[src/design/page_reader_pkg.sv]
// Package: types and constants for the page reader controller
`default_nettype none
package page_reader_pkg;
  // --------------------------------------------------------------------------
  // Timing
  // --------------------------------------------------------------------------
  localparam int CLK_MHZ          = 100;
  localparam int LOCATE_LIMIT_MS  = 300;
  localparam int LOCATE_LIMIT_CYC = LOCATE_LIMIT_MS * 1000 * CLK_MHZ;
  // --------------------------------------------------------------------------
  // Codes and widths
  // --------------------------------------------------------------------------
  localparam logic [7:0] OUT_OF_MODE_CODE = 8'h0B;
  localparam logic [3:0] ADVANCE_MIN      = 4'h1;
  localparam logic [7:0] COORD_ZERO       = 8'h00;
  localparam int         REG_SLIP         = 2;
  typedef enum logic [3:0] {
    FN_NONE, FN_READ, FN_STOP, FN_ZERO, FN_MOVE,
    FN_LOCATE, FN_MARK, FN_ADVANCE, FN_CLEAR
  } function_type;
  typedef enum logic [1:0] {MODE_ALNUM, MODE_ALPHA, MODE_NUMERIC} mode_type;
  // Host function request
  typedef struct packed {
    function_type op;
    logic [7:0]   coord;
    logic [3:0]   lines;
  } command_type;
  // Interrupt selections
  typedef struct packed {
    logic dataSel;
    logic doneSel;
    logic alarmSel;
  } int_select_type;
  // Host-visible status bits
  typedef struct packed {
    logic busy;
    logic dataReady;
    logic operationDone;
    logic alarm;
    logic lostData;
    logic locateFail;
    logic mirrorCompare;
    logic outOfMode;
  } status_type;
endpackage : page_reader_pkg
`default_nettype wire

[src/design/page_reader_controller.sv]
// Controller of an optical page reader: reading, mirror, locate, mark, advance
// What this block does
// Flag characters outside alpha/numeric set, code 0B
// Raise data interrupt when read data ready
// Line read done sets compare, done interrupt
// Unread word overrun records lost data, alarm
// Data ready status while word is waiting
// Each data word holds two characters
// Stop read halts; mirror gives stop coordinate
// Coordinate tracks characters within two positions
// Page advance by one to fifteen lines
// Zero mirror and move to coordinate
// Locate failure sets fail, alarm within limit
// Locate success sets done within limit
// Locate failure raises selected alarm interrupt
// Locate success raises selected done interrupt
// Mark page busy until marking ends
// Mark completion raises selected done interrupt
// Busy held for every operation's duration
`default_nettype none
module page_reader_controller #(
  parameter int LOCATE_CYCLES = page_reader_pkg::LOCATE_LIMIT_CYC,
  parameter int MARK_CYCLES   = 16,
  parameter int LINE_CYCLES   = 8,
  parameter int MOVE_CYCLES   = 1,
  parameter int LINE_END      = 8'hF0
) (
  // Clock and reset
  input  wire logic                            clk,
  input  wire logic                            rst_n,
  // Host function port
  input  wire logic                            cmdValid,
  input  wire page_reader_pkg::command_type    cmd,
  input  wire page_reader_pkg::mode_type       modeSel,
  input  wire page_reader_pkg::int_select_type intSel,
  input  wire logic                            dataTake,
  // Scanner and transport
  input  wire logic                            charValid,
  input  wire logic [7:0]                      charCode,
  input  wire logic                            lineFound,
  // Host outputs
  output logic [15:0]                          dataWord,
  output page_reader_pkg::status_type          status,
  output logic [7:0]                           errorCode,
  output logic [7:0]                           mirrorCoord,
  output logic [3:0]                           linesMoved,
  output logic                                 dataIrq,
  output logic                                 doneIrq,
  output logic                                 alarmIrq
);
  import page_reader_pkg::*;

  // --------------------------------------------------------------------------
  // State
  // --------------------------------------------------------------------------
  typedef enum logic [2:0] {IDLE, READING, MOVING, LOCATING, MARKING, ADVANCING} state_type;
  state_type   state, next_state;
  logic [31:0] timer, next_timer;
  logic [7:0]  target, next_target;
  logic [7:0]  lowChar, next_lowChar;
  logic        haveLow, next_haveLow;
  logic [3:0]  advLeft, next_advLeft;
  logic [15:0] next_dataWord;
  status_type  next_status;
  logic [7:0]  next_errorCode, next_mirrorCoord;
  logic [3:0]  next_linesMoved;
  logic        next_dataIrq, next_doneIrq, next_alarmIrq;
  logic        inMode, isDigit, isLetter, lineEnd;

  assign isDigit  = (charCode >= 8'h30) && (charCode <= 8'h39);
  assign isLetter = (charCode >= 8'h41) && (charCode <= 8'h5A);
  assign lineEnd  = mirrorCoord == 8'(LINE_END);

  always_comb begin
    unique case (modeSel)
      MODE_ALPHA:   inMode = isLetter || charCode == 8'h20;
      MODE_NUMERIC: inMode = isDigit || charCode == 8'h20;
      default:      inMode = 1'b1;
    endcase
  end

  // --------------------------------------------------------------------------
  // Next state
  // --------------------------------------------------------------------------
  always_comb begin
    next_state       = state;
    next_timer       = timer;
    next_target      = target;
    next_lowChar     = lowChar;
    next_haveLow     = haveLow;
    next_advLeft     = advLeft;
    next_dataWord    = dataWord;
    next_status      = status;
    next_errorCode   = errorCode;
    next_mirrorCoord = mirrorCoord;
    next_linesMoved  = linesMoved;
    next_dataIrq     = 1'b0;
    next_doneIrq     = 1'b0;
    next_alarmIrq    = 1'b0;
    if (dataTake) begin
      next_status.dataReady = 1'b0;
    end
    unique case (state)
      IDLE: begin
        if (cmdValid) begin
          unique case (cmd.op)
            FN_READ: begin
              next_state                = READING;
              next_status.busy          = 1'b1;
              next_status.mirrorCompare = 1'b0;
              next_status.operationDone = 1'b0;
              next_status.lostData      = 1'b0;
              next_status.outOfMode     = 1'b0;
              next_haveLow              = 1'b0;
              next_timer                = '0;
            end
            FN_ZERO: begin
              next_state       = MOVING;
              next_target      = COORD_ZERO;
              next_timer       = '0;
              next_status.busy = 1'b1;
            end
            FN_MOVE: begin
              next_state       = MOVING;
              next_target      = cmd.coord;
              next_timer       = '0;
              next_status.busy = 1'b1;
            end
            FN_LOCATE: begin
              next_state                = LOCATING;
              next_timer                = '0;
              next_status.busy          = 1'b1;
              next_status.locateFail    = 1'b0;
              next_status.alarm         = 1'b0;
              next_status.operationDone = 1'b0;
            end
            FN_MARK: begin
              next_state                = MARKING;
              next_timer                = '0;
              next_status.busy          = 1'b1;
              next_status.operationDone = 1'b0;
            end
            FN_ADVANCE: begin
              next_state       = ADVANCING;
              next_advLeft     = (cmd.lines < ADVANCE_MIN) ? ADVANCE_MIN : cmd.lines;
              next_linesMoved  = '0;
              next_timer       = '0;
              next_status.busy = 1'b1;
            end
            FN_CLEAR: begin
              next_status = '0;
            end
            default: begin
            end
          endcase
        end
      end
      READING: begin
        next_timer = timer + 32'd1;
        if (cmdValid && cmd.op == FN_STOP) begin
          next_state       = IDLE;
          next_status.busy = 1'b0;
        end else if (charValid) begin
          if (!inMode && modeSel != MODE_ALNUM) begin
            next_status.outOfMode = 1'b1;
            next_errorCode        = OUT_OF_MODE_CODE;
          end
          if (!haveLow) begin
            next_lowChar = charCode;
            next_haveLow = 1'b1;
          end else begin
            next_haveLow = 1'b0;
            next_dataWord = {lowChar, charCode};
            if (status.dataReady && !dataTake) begin
              next_status.lostData = 1'b1;
              next_status.alarm    = 1'b1;
              next_alarmIrq        = intSel.alarmSel;
            end
            next_status.dataReady = 1'b1;
            next_dataIrq          = intSel.dataSel;
          end
          // One coordinate step per character keeps registration exact
          next_mirrorCoord = mirrorCoord + 8'd1;
        end
        if (!(cmdValid && cmd.op == FN_STOP) && lineEnd) begin
          next_state                = IDLE;
          next_status.busy          = 1'b0;
          next_status.mirrorCompare = 1'b1;
          next_status.operationDone = 1'b1;
          next_doneIrq              = intSel.doneSel;
        end
      end
      MOVING: begin
        next_timer = timer + 32'd1;
        if (mirrorCoord == target) begin
          next_state                = IDLE;
          next_status.busy          = 1'b0;
          next_status.mirrorCompare = 1'b1;
          next_status.operationDone = 1'b1;
          next_doneIrq              = intSel.doneSel;
        end else if (timer >= 32'(MOVE_CYCLES - 1)) begin
          // One coordinate step every MOVE_CYCLES clocks
          next_timer = '0;
          if (mirrorCoord < target) begin
            next_mirrorCoord = mirrorCoord + 8'd1;
          end else begin
            next_mirrorCoord = mirrorCoord - 8'd1;
          end
        end
      end
      LOCATING: begin
        next_timer = timer + 32'd1;
        if (lineFound) begin
          next_state                = IDLE;
          next_status.busy          = 1'b0;
          next_status.operationDone = 1'b1;
          next_doneIrq              = intSel.doneSel;
        end else if (timer >= 32'(LOCATE_CYCLES - 2)) begin
          next_state             = IDLE;
          next_status.busy       = 1'b0;
          next_status.locateFail = 1'b1;
          next_status.alarm      = 1'b1;
          next_alarmIrq          = intSel.alarmSel;
        end
      end
      MARKING: begin
        next_timer = timer + 32'd1;
        if (timer >= 32'(MARK_CYCLES - 1)) begin
          next_state                = IDLE;
          next_status.busy          = 1'b0;
          next_status.operationDone = 1'b1;
          next_doneIrq              = intSel.doneSel;
        end
      end
      ADVANCING: begin
        next_timer = timer + 32'd1;
        if (timer >= 32'(LINE_CYCLES - 1)) begin
          next_timer      = '0;
          next_linesMoved = linesMoved + 4'd1;
          next_advLeft    = advLeft - 4'd1;
          if (advLeft == ADVANCE_MIN) begin
            next_state                = IDLE;
            next_status.busy          = 1'b0;
            next_status.operationDone = 1'b1;
            next_doneIrq              = intSel.doneSel;
          end
        end
      end
      default: begin
        next_state = IDLE;
      end
    endcase
  end

  // --------------------------------------------------------------------------
  // Registers
  // --------------------------------------------------------------------------
  always_ff @(posedge clk or negedge rst_n) begin
    if (!rst_n) begin
      state       <= IDLE;
      timer       <= '0;
      target      <= '0;
      lowChar     <= '0;
      haveLow     <= 1'b0;
      advLeft     <= '0;
      dataWord    <= '0;
      status      <= '0;
      errorCode   <= '0;
      mirrorCoord <= '0;
      linesMoved  <= '0;
      dataIrq     <= 1'b0;
      doneIrq     <= 1'b0;
      alarmIrq    <= 1'b0;
    end else begin
      state       <= next_state;
      timer       <= next_timer;
      target      <= next_target;
      lowChar     <= next_lowChar;
      haveLow     <= next_haveLow;
      advLeft     <= next_advLeft;
      dataWord    <= next_dataWord;
      status      <= next_status;
      errorCode   <= next_errorCode;
      mirrorCoord <= next_mirrorCoord;
      linesMoved  <= next_linesMoved;
      dataIrq     <= next_dataIrq;
      doneIrq     <= next_doneIrq;
      alarmIrq    <= next_alarmIrq;
    end
  end
endmodule : page_reader_controller
`default_nettype wire

[config.mk]
export PLATFORM = sky130hd
export DESIGN_NAME = page_reader_controller
export DESIGN_NICKNAME = d
export VERILOG_FILES = /design/src/design/page_reader_pkg.sv /design/src/design/page_reader_controller.sv
export SDC_FILE = /design/constraint.sdc
export NUM_CORES = 1
export LEC_CHECK = 0
export ABC_CLOCK_PERIOD_IN_PS = 3100
export BUFFER_PORTS_ARGS = -buffer_cell sky130_fd_sc_hd__buf_2
export CAP_MARGIN = 10
export CORE_UTILIZATION = 50
export DETAILED_ROUTE_END_ITERATION = 12
export HOLD_SLACK_MARGIN = 0.05
export PLACE_DENSITY_LB_ADDON = 0.05
export RECOVER_POWER = 50
export SLEW_MARGIN = 20
export SYNTH_ARGS = -nofsm -noshare
export SYNTH_HDL_FRONTEND = slang
export SYNTH_SLANG_ARGS = --single-unit
[constraint.sdc]
create_clock -name clk -period 3.1 [get_ports clk]
set_clock_uncertainty 0.05 [all_clocks]
set_input_delay 0.155 -clock clk [delete_from_list [all_inputs] [get_ports clk]]
set_output_delay 0.155 -clock clk [all_outputs]
set_load 0.01 [all_outputs]
## Word level (Yosys, flattened, before mapping)

Cells that the tools add are included.

- Equality and inequality tests: 45
- Shift operators: 0
- Multiplexer cells: 100
- Bitwise logic cells: 2
- $add $sub $neg: 5
- $mul: 0
- Div/mod/pow operators: 0
- Reduce and logical (&&, ||, !) cells: 44
- Order comparisons: 10

Operators by type and width:

| kind | count |
|---|---|
| $mux 32 | 5 |
| $pmux 32 s4 | 1 |
| $mux 1 | 48 |
| $mux 8 | 6 |
| $ne 2x2->1 const B | 20 |
| $add 32x1->32 const B | 1 |
| $ge 32x1->1 const B | 1 |
| $ge 32x25->1 const B | 1 |
| $ge 32x3->1 const B | 1 |
| $ge 32x4->1 const B | 1 |
| $pmux 8 s2 | 2 |
| $mux 4 | 7 |
| $mux 3 | 9 |
| $reduce_and 9->1 | 3 |
| $reduce_and 5->1 | 4 |
| $pmux 3 s6 | 1 |
| $eq 4x3->1 const B | 4 |
| $pmux 1 s2 | 8 |
| $pmux 4 s2 | 2 |
| $reduce_and 4->1 | 4 |
| $pmux 3 s5 | 1 |
| $pmux 1 s6 | 2 |
| $reduce_bool 2->1 | 6 |
| $mux 2 | 5 |
| 43 further kinds | 63 |

- Input port bits: 35
- Bits in read-only memories: 0
- Memories kept: 0
- RAM bits: 0
- Bits in registers: 96
- Output and inout port bits: 47
- Bits in latches: 0
- Word-level logic and storage cells: 227

## Logic depth before layout (Yosys ltp)

Gate-level depths: netlist (run 1).

- Depth after elaboration: 10
- Mapped depth: 9
- Depth with buffers taken out: 8

## Worst setup path before layout (run 1)

No wires, ideal clock.

- Kind: reg-to-reg
- Start: reg timer[5]
- End: reg timer[31]
- Data arrival time: 2016 ps
- Path slack: 905 ps
- Cell stages (with the launch flop): 9
- Required time: 2921 ps
- Cells stage by stage: dfrtp_1 buf_4 nand3_2 or4_1 or4_1 buf_6 nor4_4 xnor2_1 nor2_2

- Cells in the longest elaborated chain, start to end: 4

RTL lines:

| item | line | RTL |
|---|---|---|
| from (decl) | page_reader_controller.sv:58 | `logic [31:0] timer, next_timer;` |
| from (signal assigned) | page_reader_controller.sv:276 | `timer <= next_timer;` |
| $add 32x1->32 / $ge 32x1->1 (equally long branches) | -- |  |
| $mux 32 | page_reader_controller.sv:201 | `end else if (timer >= 32'(MOVE_CYCLES - 1)) begin` |
| $mux 32 | page_reader_controller.sv:195 | `if (mirrorCoord == target) begin` |
| $pmux 32 s4 (*) | page_reader_controller.sv:103 | `unique case (state)` |

Mark *: on every way between the ends. The rest lies on a longest branch, timed or not.
A chain may end at the register's enable or synchronous reset.

## Worst setup path after layout (run 1)

- Start: reg mirrorCoord[0]
- End: reg timer[24]

- Cells in the longest elaborated chain, start to end: 3

RTL lines:

| item | line | RTL |
|---|---|---|
| from (decl) | page_reader_controller.sv:45 | `output logic [7:0] mirrorCoord,` |
| from (signal assigned) | page_reader_controller.sv:284 | `mirrorCoord <= next_mirrorCoord;` |
| $eq 8x8->1 | page_reader_controller.sv:195 |  |
| $mux 32 | page_reader_controller.sv:195 |  |
| $pmux 32 s4 | page_reader_controller.sv:103 |  |

Every way passes these cells.

==> results.py, run 1 <==
metrics = {
    "setup_path": {
        "critical_path_class": "register to register",
        "slowest_delay_ps": 610,
        "worstSetupStartpointType": "register",
        "cp_data_arrival_time_ps": 2980,
        "crit_fanout": 12,
        "cp.required_ps": 3310,
        "crit_path_frequent_cell": "nor2_1",
        "critPathSlowestCell": "nor2_1",
        "crit_path_end_kind": "register",
        "crit_chain": "inv_1, ha_1, nand4_1, o31ai_1, mux2i_1, a21bo_2, nor2_1, buf_4, nor2_1",
    },
    "grt": {
        "grt_usage_pct": 25.0,
        "grt_first_pass_wirelength_um": 22200,
        "gr-total-overflow": 0,
        "antenna_found_initial": 0,
        "grt_pass1_vias": 4494,
        "grt_max_degree": 97,
    },
    "sta": {
        "post-route-period-util_pct": 89.4,
        "max_freq_mhz": 361,
        "max_slew_margin_pct": -40.2,
        "setup_viol": 0,
        "rsz0062_at_grt": "false",
        "worstMarginPinSlew_ps": 2100,
        "fin_crit_ps": 2770,
        "finalHoldViolCount": 0,
        "setup_tns_ps": 0,
        "holdWs_ps": 80.7,
        "slew_viol_final": 97,
    },
    "power": {
        "powerDensity_nw_per_um2": 733,
        "total_power_w": 0.00465,
        "peakVddDrop_mv": 0.469,
        "leakagePower_nw": 2.90,
    },
    "clock_tree": {
        "worstSkewPairLatency_ps": 370,
        "cts_buffer_depth": 2,
        "numCtsBuffers": 9,
        "htreeDepth": 3,
        "clk_pin_slew_ps": 90,
        "cts.sinks": 96,
        "tritoncts": "yes",
        "cts_root_buffer": "clkbuf_8",
    },
    "synthesis": {
        "seq_area_frac_synth_pct": 44.4,
        "synth.distinct_cells": 68,
        "syn_inst": 570,
        "netlist_area_um2": 5410,
        "avgSynthCellArea_um2": 9.49,
        "ys_warn_count": 0,
        "ys_seq_elements": 96,
        "synth_edf_count": 0,
        "synth_top_cell_area_share_pct": 44.4,
        "async_reset_ff_share_pct": 100,
        "synth_area_leaders": "dfrtp_1 (44%), mux2_2 (4.8%), ha_1 (4.2%)",
        "yosys.area.top_type": "dfrtp_1",
        "synth_ff_type": "dfrtp_1",
    },
    "final_layout": {
        "design_area_um2": 6340,
        "post-route-util_pct": 60.9,
        "nets": 725,
        "drive_gt1_share_pct": 17.1,
        "fillCellCount": 965,
        "syn_to_final_growth_pct": 17.3,
        "antenna_cells": 0,
    },
    "run": {
        "max_cap_violations": 1,
    },
    "placement": {
        "port_buffers": 76,
        "place_area_um2": 5960,
        "gp_congestion": 0.890,
        "hpwl_um": 9340,
    },
    "detailed_routing": {
        "wire_per_inst_um": 15.7,
        "remaining_drc_errors": 0,
        "ant_nets": 0,
        "drt-total-wl_um": 12800,
        "drtIter0Drc": 269,
        "dr.pass1.iters": 7,
        "vias_per_cell": 5.61,
        "via_count": 4562,
    },
    "die": {
        "die-area_um2": 11200,
        "die_w_um": 106,
        "die_height_um": 106,
        "placementRows": 37,
        "initial_core_util_pct": 51.9,
        "core_region_area_um2": 10400,
        "io_pins": 82,
    },
    "worst_hold_path": {
        "hold_class": "input port to register",
    },
    "run_status": {
        "failed_checks": "max-capacitance violations, max-slew violations",
        "outcome": "finished with violations",
    },
}
-- Yosys cell counts (all sizes together), types with 15 or more instances --
master,n
inv,30
clkbuf,15
nand2,39
ha,18
nor3,25
nand3,26
nor2,61
a21oi,26
o21ai,27
xnor2,22
mux2,23
dfrtp,96
-- metal layers --
metal,share of wire [%],global-route usage (%),vias up
li1,-,-,2240
met1,46,33.2,2194
met2,48,40.4,110
met3,4.4,6.01,18
met4,1.8,7.74,0
met5,0,0,-
-- through the flow --
stage	setup slack, ps	instances
finish	328	813
global route	88.4	813
CTS	323	813
detailed placement	334	774
global placement	374	774
floorplan	905	574
-- worst paths after layout --
| check | startpoint | to | slack (ps) | depth (start not counted) |
|---|---|---|---|---|
| max in group asynchronous | rst_n | status[0]$_DFFE_PN0P_ | 740 | 3 |
| min in group asynchronous | rst_n | timer[31]$_DFFE_PN0P_ | 1010 | 3 |
| setup reg to reg | mirrorCoord[0]$_DFFE_PN0P_ | timer[24]$_DFFE_PN0P_ | 330 | 9 |
| setup / recovery | mirrorCoord[0]$_DFFE_PN0P_ | timer[24]$_DFFE_PN0P_ | 330 | 9 |
| hold / removal | cmd[14] | state[2]$_DFFE_PN0P_ | 80 | 3 |
| hold reg to reg | linesMoved[3]$_DFFE_PN0P_ | linesMoved[3]$_DFFE_PN0P_ | 450 | 1 |
-- power by group --
group | internal [W] | switching [W]
Sequential | 0.00161 | 0.000331
Clock | 0.000397 | 0.000436
Combinational | 0.000802 | 0.00107
Total | 0.00281 | 0.00184
-- cells in the final DEF, fill, tap and decap left out, types with 3 or more instances in the layout --
cell / netlist / routed
a21oi_1: 26 / 26
mux2i_1: 10 / 10
dfrtp_1: 96 / 96
clkbuf_1: 15 / 23
a41oi_1: 3 / 3
a22o_1: 10 / 10
nor2b_1: 5 / 5
nor3b_1: 3 / 3
xor2_1: 9 / 9
a31oi_1: 6 / 6
o31ai_1: 5 / 5
conb_1: 1 / 5
o211ai_1: 6 / 6
ha_1: 18 / 18
nor2_1: 60 / 60
xnor2_1: 22 / 22
dlygate4sd3_1: 0 / 23
nand4_1: 13 / 13
and3_1: 10 / 10
nor4_1: 11 / 11
nor3_1: 24 / 24
inv_1: 30 / 30
buf_4: 8 / 13
nand3_1: 25 / 25
buf_2: 2 / 55
mux2_2: 23 / 23
nand2_1: 39 / 39
o21ai_0: 25 / 25
clkbuf_8: 0 / 10
o21a_1: 3 / 3
or3_1: 5 / 5
nand2b_1: 9 / 9
-- area by class of cell --
cell class,count,area [µm²],area share (%)
well taps,136,170,2.68
clock inverters,4,53.8,0.848
multi-input cells,422,2770,43.7
flip-flops and latches,96,2400,37.9
repair buffers,113,689,10.9
inverters,30,113,1.78
clock buffers,12,145,2.29
-- worst max-delay path, delay by kind of cell, from the launching register on --
kind | cells | cell delay [ps]
muxes | 1 | 160
DFF | 1 | 430
AOI/OAI and AO/OA | 2 | 440
buffers and inverters | 2 | 430
and+or+nand+nor | 3 | 840
adders and majority gates | 1 | 310
-- flip-flops by register name, indices dropped and copies added, names as in the netlist --
name,count
dataIrq,1
timer,32
advLeft,4
alarmIrq,1
haveLow,1
dataWord,16
status,8
state,3
linesMoved,4
lowChar,8
target,8
doneIrq,1
mirrorCoord,8
errorCode,1
-- timing repair --
item / in CTS / in global routing
hold endpoints to repair: 126 / 0
endpoints found under the setup margin: 0 / 0
hold buffers: 23 / 0
setup buffers: 0 / 0
gates resized for setup: 0 / 0
-- kinds of logic after synthesis --
kind of cell,count (synthesis),share of synthesized area [%]
fa+ha+maj,18,4.16
other cells,1,0.0693
xor+xnor,31,5.02
compound gates,108,13.2
buf+inv,56,4.63
flops,96,44.4
mux,33,6.64
simple gates,227,21.8
Note: power is estimated with default switching activity, not from simulation.
==> inputs of run 2 (changes only) <==
- MAX_ROUTING_LAYER: not set -> met4
==> run 2 against run 1 <==
Against the previous run:
- the flow still finishes with violations (max-capacitance violations, max-slew violations)
- count of clock-buffer cells in the layout is 1 lower
- final cell count up 0.12%
- global-route usage rose by 0.48 points
- design area rose by 0.18%
- sequential share of layout area fell by 0.067 points
- maximum frequency fell by 2.3%
- first-iteration DRC count down 27%
- setup slack worse by 67 ps
- total power up 1.1%
- via count down 0.61%
==> results.py, run 2 (synthesized netlist as in run 1, its figures left out) <==
metrics = {
    "run_status": {
        "outcome": "finished with violations",
        "failed_checks": "max-capacitance violations, max-slew violations",
    },
    "grt": {
        "gr-total-overflow": 0,
        "grt_first_pass_wirelength_um": 22000,
        "grt_pass1_vias": 4487,
        "antenna_found_initial": 0,
        "grt_max_degree": 97,
        "grt_usage_pct": 25.5,
    },
    "final_layout": {
        "nets": 727,
        "fillCellCount": 944,
        "layout_commonest_cell": "dfrtp_1",
        "largest_reg_flops": 32,
        "drive_gt1_share_pct": 17.4,
        "top_register": "timer",
        "reg_top3": "timer x32, dataWord x16",
        "syn_to_final_growth_pct": 17.5,
        "final_cell_mix": "dfrtp_1 (96), nor2_1 (60), buf_2 (55)",
        "antenna_cells": 0,
        "post-route-util_pct": 61.0,
    },
    "sta": {
        "fin_crit_ps": 2840,
        "max_slew_margin_pct": -38.8,
        "rsz0062_at_grt": "false",
        "post-route-period-util_pct": 91.6,
        "setup_tns_ps": 0,
        "finalHoldViolCount": 0,
        "setup_viol": 0,
        "max_freq_mhz": 352,
        "worstMarginPinSlew_ps": 2080,
        "slew_viol_final": 97,
    },
    "clock_tree": {
        "postCtsSetupBuffers": 0,
        "tritoncts": "yes",
        "htreeDepth": 3,
        "numCtsBuffers": 9,
        "worstSkewPairLatency_ps": 370,
        "ctsResizeCount": 0,
        "cts_buffer_depth": 2,
        "cts_root_buffer": "clkbuf_8",
        "cts.sinks": 96,
        "hold_buffers": 23,
        "clk_pin_slew_ps": 90,
    },
    "power": {
        "peakVddDrop_mv": 0.576,
        "powerDensity_nw_per_um2": 740,
        "leakagePower_nw": 2.91,
    },
    "die": {
        "die_w_um": 106,
        "die_height_um": 106,
        "initial_core_util_pct": 51.9,
        "io_pins": 82,
        "die-area_um2": 11200,
        "core_region_area_um2": 10400,
        "placementRows": 37,
    },
    "setup_path": {
        "critical_path_class": "register to register",
        "cp_data_arrival_time_ps": 3050,
        "cp.required_ps": 3310,
        "crit_fanout": 12,
        "crit_path_end_kind": "register",
        "worstSetupStartpointType": "register",
    },
    "detailed_routing": {
        "ant_nets": 0,
        "drt-total-wl_um": 12900,
        "dr.pass1.iters": 5,
        "wire_per_inst_um": 15.8,
        "via_count": 4534,
        "drtIter0Drc": 196,
        "remaining_drc_errors": 0,
        "vias_per_cell": 5.57,
    },
    "placement": {
        "gp_congestion": 0.893,
        "hpwl_um": 9390,
        "port_buffers": 76,
    },
    "run": {
        "max_cap_violations": 1,
    },
    "worst_hold_path": {
        "hold_class": "input port to register",
    },
}
## run 2: cell count changes in the layout (fill, tap and decap cells not counted)
cell,change
buf_4,+2
clkbuf_1,-1
clkinv_4,-1
inv_6,+1
## run 2: layer usage
layer | GRT usage [%] | part of all wire [%]
met5 | - | 0
met4 | 9.23 | 1.6
met3 | 3.13 | 3.7
met2 | 40.1 | 48
met1 | 34.1 | 47
## run 2: layout make-up
type / count / area (µm²) / area share, %
clock inverter: 4 / 53.8 / 0.847
clock buffer: 11 / 141 / 2.22
timing repair buffer: 115 / 704 / 11.1
tap: 136 / 170 / 2.68
sequential: 96 / 2400 / 37.8
multi-input combinational: 422 / 2770 / 43.6
inverter: 30 / 113 / 1.77
## run 2: path summary, 6_finish.rpt
kind                                             from                   endpoint  slack (ps)  cells past startpoint
setup reg to reg           mirrorCoord[0]$_DFFE_PN0P_       timer[5]$_DFFE_PN0P_         260                      9
max in group asynchronous                       rst_n  linesMoved[3]$_DFFE_PN0P_         770                      3
hold reg to reg             linesMoved[3]$_DFFE_PN0P_  linesMoved[3]$_DFFE_PN0P_         430                      1
min in group asynchronous                       rst_n      timer[22]$_DFFE_PN0P_        1000                      3
setup / recovery           mirrorCoord[0]$_DFFE_PN0P_       timer[5]$_DFFE_PN0P_         260                      9
hold / removal                                 cmd[2]     advLeft[2]$_DFFE_PN0P_          90                      3
## run 2: report_power, final
group,leakage (nW),total (W),switching [W],internal [W]
Clock,0.0920,0.000845,0.000451,0.000394
Sequential,1.26,0.00195,0.000334,0.00161
Combinational,1.56,0.00191,0.00108,0.000830
## run 2: per-stage QoR
stage | setup slack (ps) | hold WS [ps] | std cells | area (µm²) | power (W)
floorplan | 905 | -191 | 574 | 5420 | 0.00316
global placement | 393 | 199 | 776 | 5970 | 0.00382
detailed placement | 280 | 212 | 776 | 5970 | 0.00388
CTS | 271 | 73.7 | 814 | 6400 | 0.00475
global route | 43.3 | 97.9 | 814 | 6350 | 0.00505
finish | 261 | 90.6 | 814 | 6350 | 0.00470
## run 2: critical path: stages (launching register included)
cell and delay, ps:
dfrtp_1 440, inv_1 140, ha_1 310, nand4_1 160, o31ai_1 100, mux2i_1 170
a21bo_2 330, nor2_1 650, buf_4 310, nor2_1 60
==> inputs of run 3 (changes only) <==
--- a/config.mk
+++ b/config.mk
@@ -14,3 +14,3 @@
 export MAX_ROUTING_LAYER = met4
-export PLACE_DENSITY_LB_ADDON = 0.05
+export PLACE_DENSITY = 0.71
 export RECOVER_POWER = 50
==> constraint.sdc (replaced) <==
create_clock -name clk -period 3.1 [get_ports clk]
set_clock_uncertainty 0.05 [all_clocks]
set_input_delay 0.465 -clock clk [delete_from_list [all_inputs] [get_ports clk]]
set_output_delay 0.465 -clock clk [all_outputs]
set_load 0.01 [all_outputs]
==> run 3 against run 2 <==
Against the previous run:
- the run now ends clean
- flip-flop and latch count unchanged
- die area unchanged
- via count up 1.2%
- maximum frequency up 7.2%
- combinational power down 6%
- sequential power about the same
- largest cell class unchanged
==> results.py, run 3 (synthesized netlist as in run 1, its figures left out) <==
metrics = {
    "clock_tree": {
        "cts_buffer_depth": 2,
        "tritoncts": "yes",
        "cts.sinks": 96,
        "clk_pin_slew_ps": 100,
        "cts_root_buffer": "clkbuf_8",
        "postCtsSetupBuffers": 0,
        "worstSkewPairLatency_ps": 380,
        "htreeDepth": 3,
        "numCtsBuffers": 9,
        "hold_buffers": 0,
        "ctsResizeCount": 0,
    },
    "final_layout": {
        "largest_reg_flops": 32,
        "nets": 698,
        "top_register": "timer",
        "antenna_cells": 0,
        "layout_commonest_cell": "dfrtp_1",
        "reg_top3": "timer x32, dataWord x16",
        "drive_gt1_share_pct": 17.5,
        "post-route-util_pct": 58.4,
        "syn_to_final_growth_pct": 12.5,
        "final_cell_mix": "dfrtp_1 (96), nor2_1 (60), buf_2 (54)",
    },
    "setup_path": {
        "crit_fanout": 18,
        "rr_endpoint": "dataWord[10]$_DFFE_PN0P_",
        "critPathSlowestCell": "dfrtp_1",
        "cp_data_arrival_time_ps": 2860,
        "crit_path_end_kind": "register",
        "r2r_slack_ps": 450,
        "crit_chain": "or3b_1, a21o_1, nor2_1, nand2_1, mux2_2",
        "slowest_delay_ps": 670,
        "ff2ff_path_depth": 5,
        "critical_path_class": "register to register",
        "cp.required_ps": 3310,
        "worstSetupStartpointType": "register",
        "r2r_start": "state[0]$_DFFE_PN0P_",
    },
    "worst_hold_path": {
        "hold_start": "cmd[11]",
        "hold_class": "input port to register",
        "holdPathEnd": "target[7]$_DFFE_PN0P_",
        "min_path_cells": 2,
    },
    "die": {
        "placementRows": 37,
        "io_pins": 82,
        "die_w_um": 106,
        "initial_core_util_pct": 51.9,
        "die_height_um": 106,
        "core_region_area_um2": 10400,
        "die-area_um2": 11200,
    },
    "grt": {
        "gr-total-overflow": 0,
        "grt_usage_pct": 24.6,
        "grt_first_pass_wirelength_um": 21200,
        "grt_max_degree": 58,
        "antenna_found_initial": 0,
        "grt_pass1_vias": 4491,
    },
    "detailed_routing": {
        "wire_per_inst_um": 16.3,
        "ant_nets": 0,
        "remaining_drc_errors": 0,
        "dr.pass1.iters": 5,
        "drtIter0Drc": 242,
        "vias_per_cell": 5.84,
        "drt-total-wl_um": 12800,
        "via_count": 4587,
    },
    "sta": {
        "setup_tns_ps": 0,
        "worstMarginPinSlew_ps": 1380,
        "setup_viol": 0,
        "max_freq_mhz": 378,
        "holdWs_ps": 257,
        "post-route-period-util_pct": 85.4,
        "max_slew_margin_pct": 7.93,
        "slew_viol_final": 0,
        "fin_ws_ps": 452,
        "fin_crit_ps": 2650,
        "rsz0062_at_grt": "false",
        "finalHoldViolCount": 0,
    },
    "placement": {
        "hpwl_um": 9400,
        "port_buffers": 76,
        "gp_congestion": 0.980,
        "pre_cts_slack_ps": 443,
    },
    "power": {
        "leakagePower_nw": 2.80,
        "powerDensity_nw_per_um2": 762,
        "peakVddDrop_mv": 0.468,
        "total_power_w": 0.00464,
    },
    "run": {
        "max_cap_violations": 0,
    },
    "run_status": {
        "outcome": "complete, no violations",
    },
}
==> run 3: cell types whose count changed in the layout (fill, tap and decap cells not counted), moves of 2 or more <==
cell	delta
dlygate4sd3_1	-23
clkbuf_2	+2
clkinv_2	+2
clkinvlp_4	-2
buf_4	-6
==> run 3: worst max-delay path: cells and delay by family (launching register included) <==
kind / cells / cell delay (ps)
mux: 1 / 450
compound gates: 1 / 250
simple gates: 3 / 1110
flops: 1 / 670
==> run 3: worst max-delay path by stage <==
stage | from | to | slack [ps] | cells past startpoint
after global routing | state[0]$_DFFE_PN0P_ | dataWord[10]$_DFFE_PN0P_ | 280 | 5
after CTS | state[0]$_DFFE_PN0P_ | dataWord[10]$_DFFE_PN0P_ | 460 | 5
final | state[0]$_DFFE_PN0P_ | dataWord[10]$_DFFE_PN0P_ | 450 | 5
after floorplan | cmd[14] | dataWord[0]$_DFFE_PN0P_ | 770 | 7
after global placement | cmd[13] | dataWord[10]$_DFFE_PN0P_ | 520 | 6
after detailed placement | cmd[13] | dataWord[10]$_DFFE_PN0P_ | 440 | 6
==> run 3: report_power, final <==
group | internal, W | leakage, nW | switching (W) | total, W
combinational | 0.000754 | 1.43 | 0.00104 | 0.00180
sequential | 0.00161 | 1.26 | 0.000369 | 0.00198
clock | 0.000383 | 0.106 | 0.000475 | 0.000859
total | 0.00275 | 2.80 | 0.00189 | 0.00464
==> run 3: layer usage <==
metal	routed length, µm	share of wire, %	track usage, %	vias to the layer above
met4	352	2.8	12.3	0
met3	523	4.1	2.94	32
met5	0	0	-	-
met1	5920	46	32.1	2209
li1	-	-	-	2191
met2	5980	47	38.2	155
==> run 3: through the flow <==
step                      cells  area, µm²
after detailed placement    770       5930
after global placement      770       5930
after global routing        786       6080
final                       786       6080
after floorplan             574       5420
after CTS                   786       6130
==> run 3: layout make-up <==
cell class	instances	area (µm²)
clock buffers	9	124
flip-flops and latches	96	2400
clock inverters	7	77.6
multi-input cells	422	2770
inverters	30	113
fillers	939	4330
well taps	136	170
repair buffers	86	427
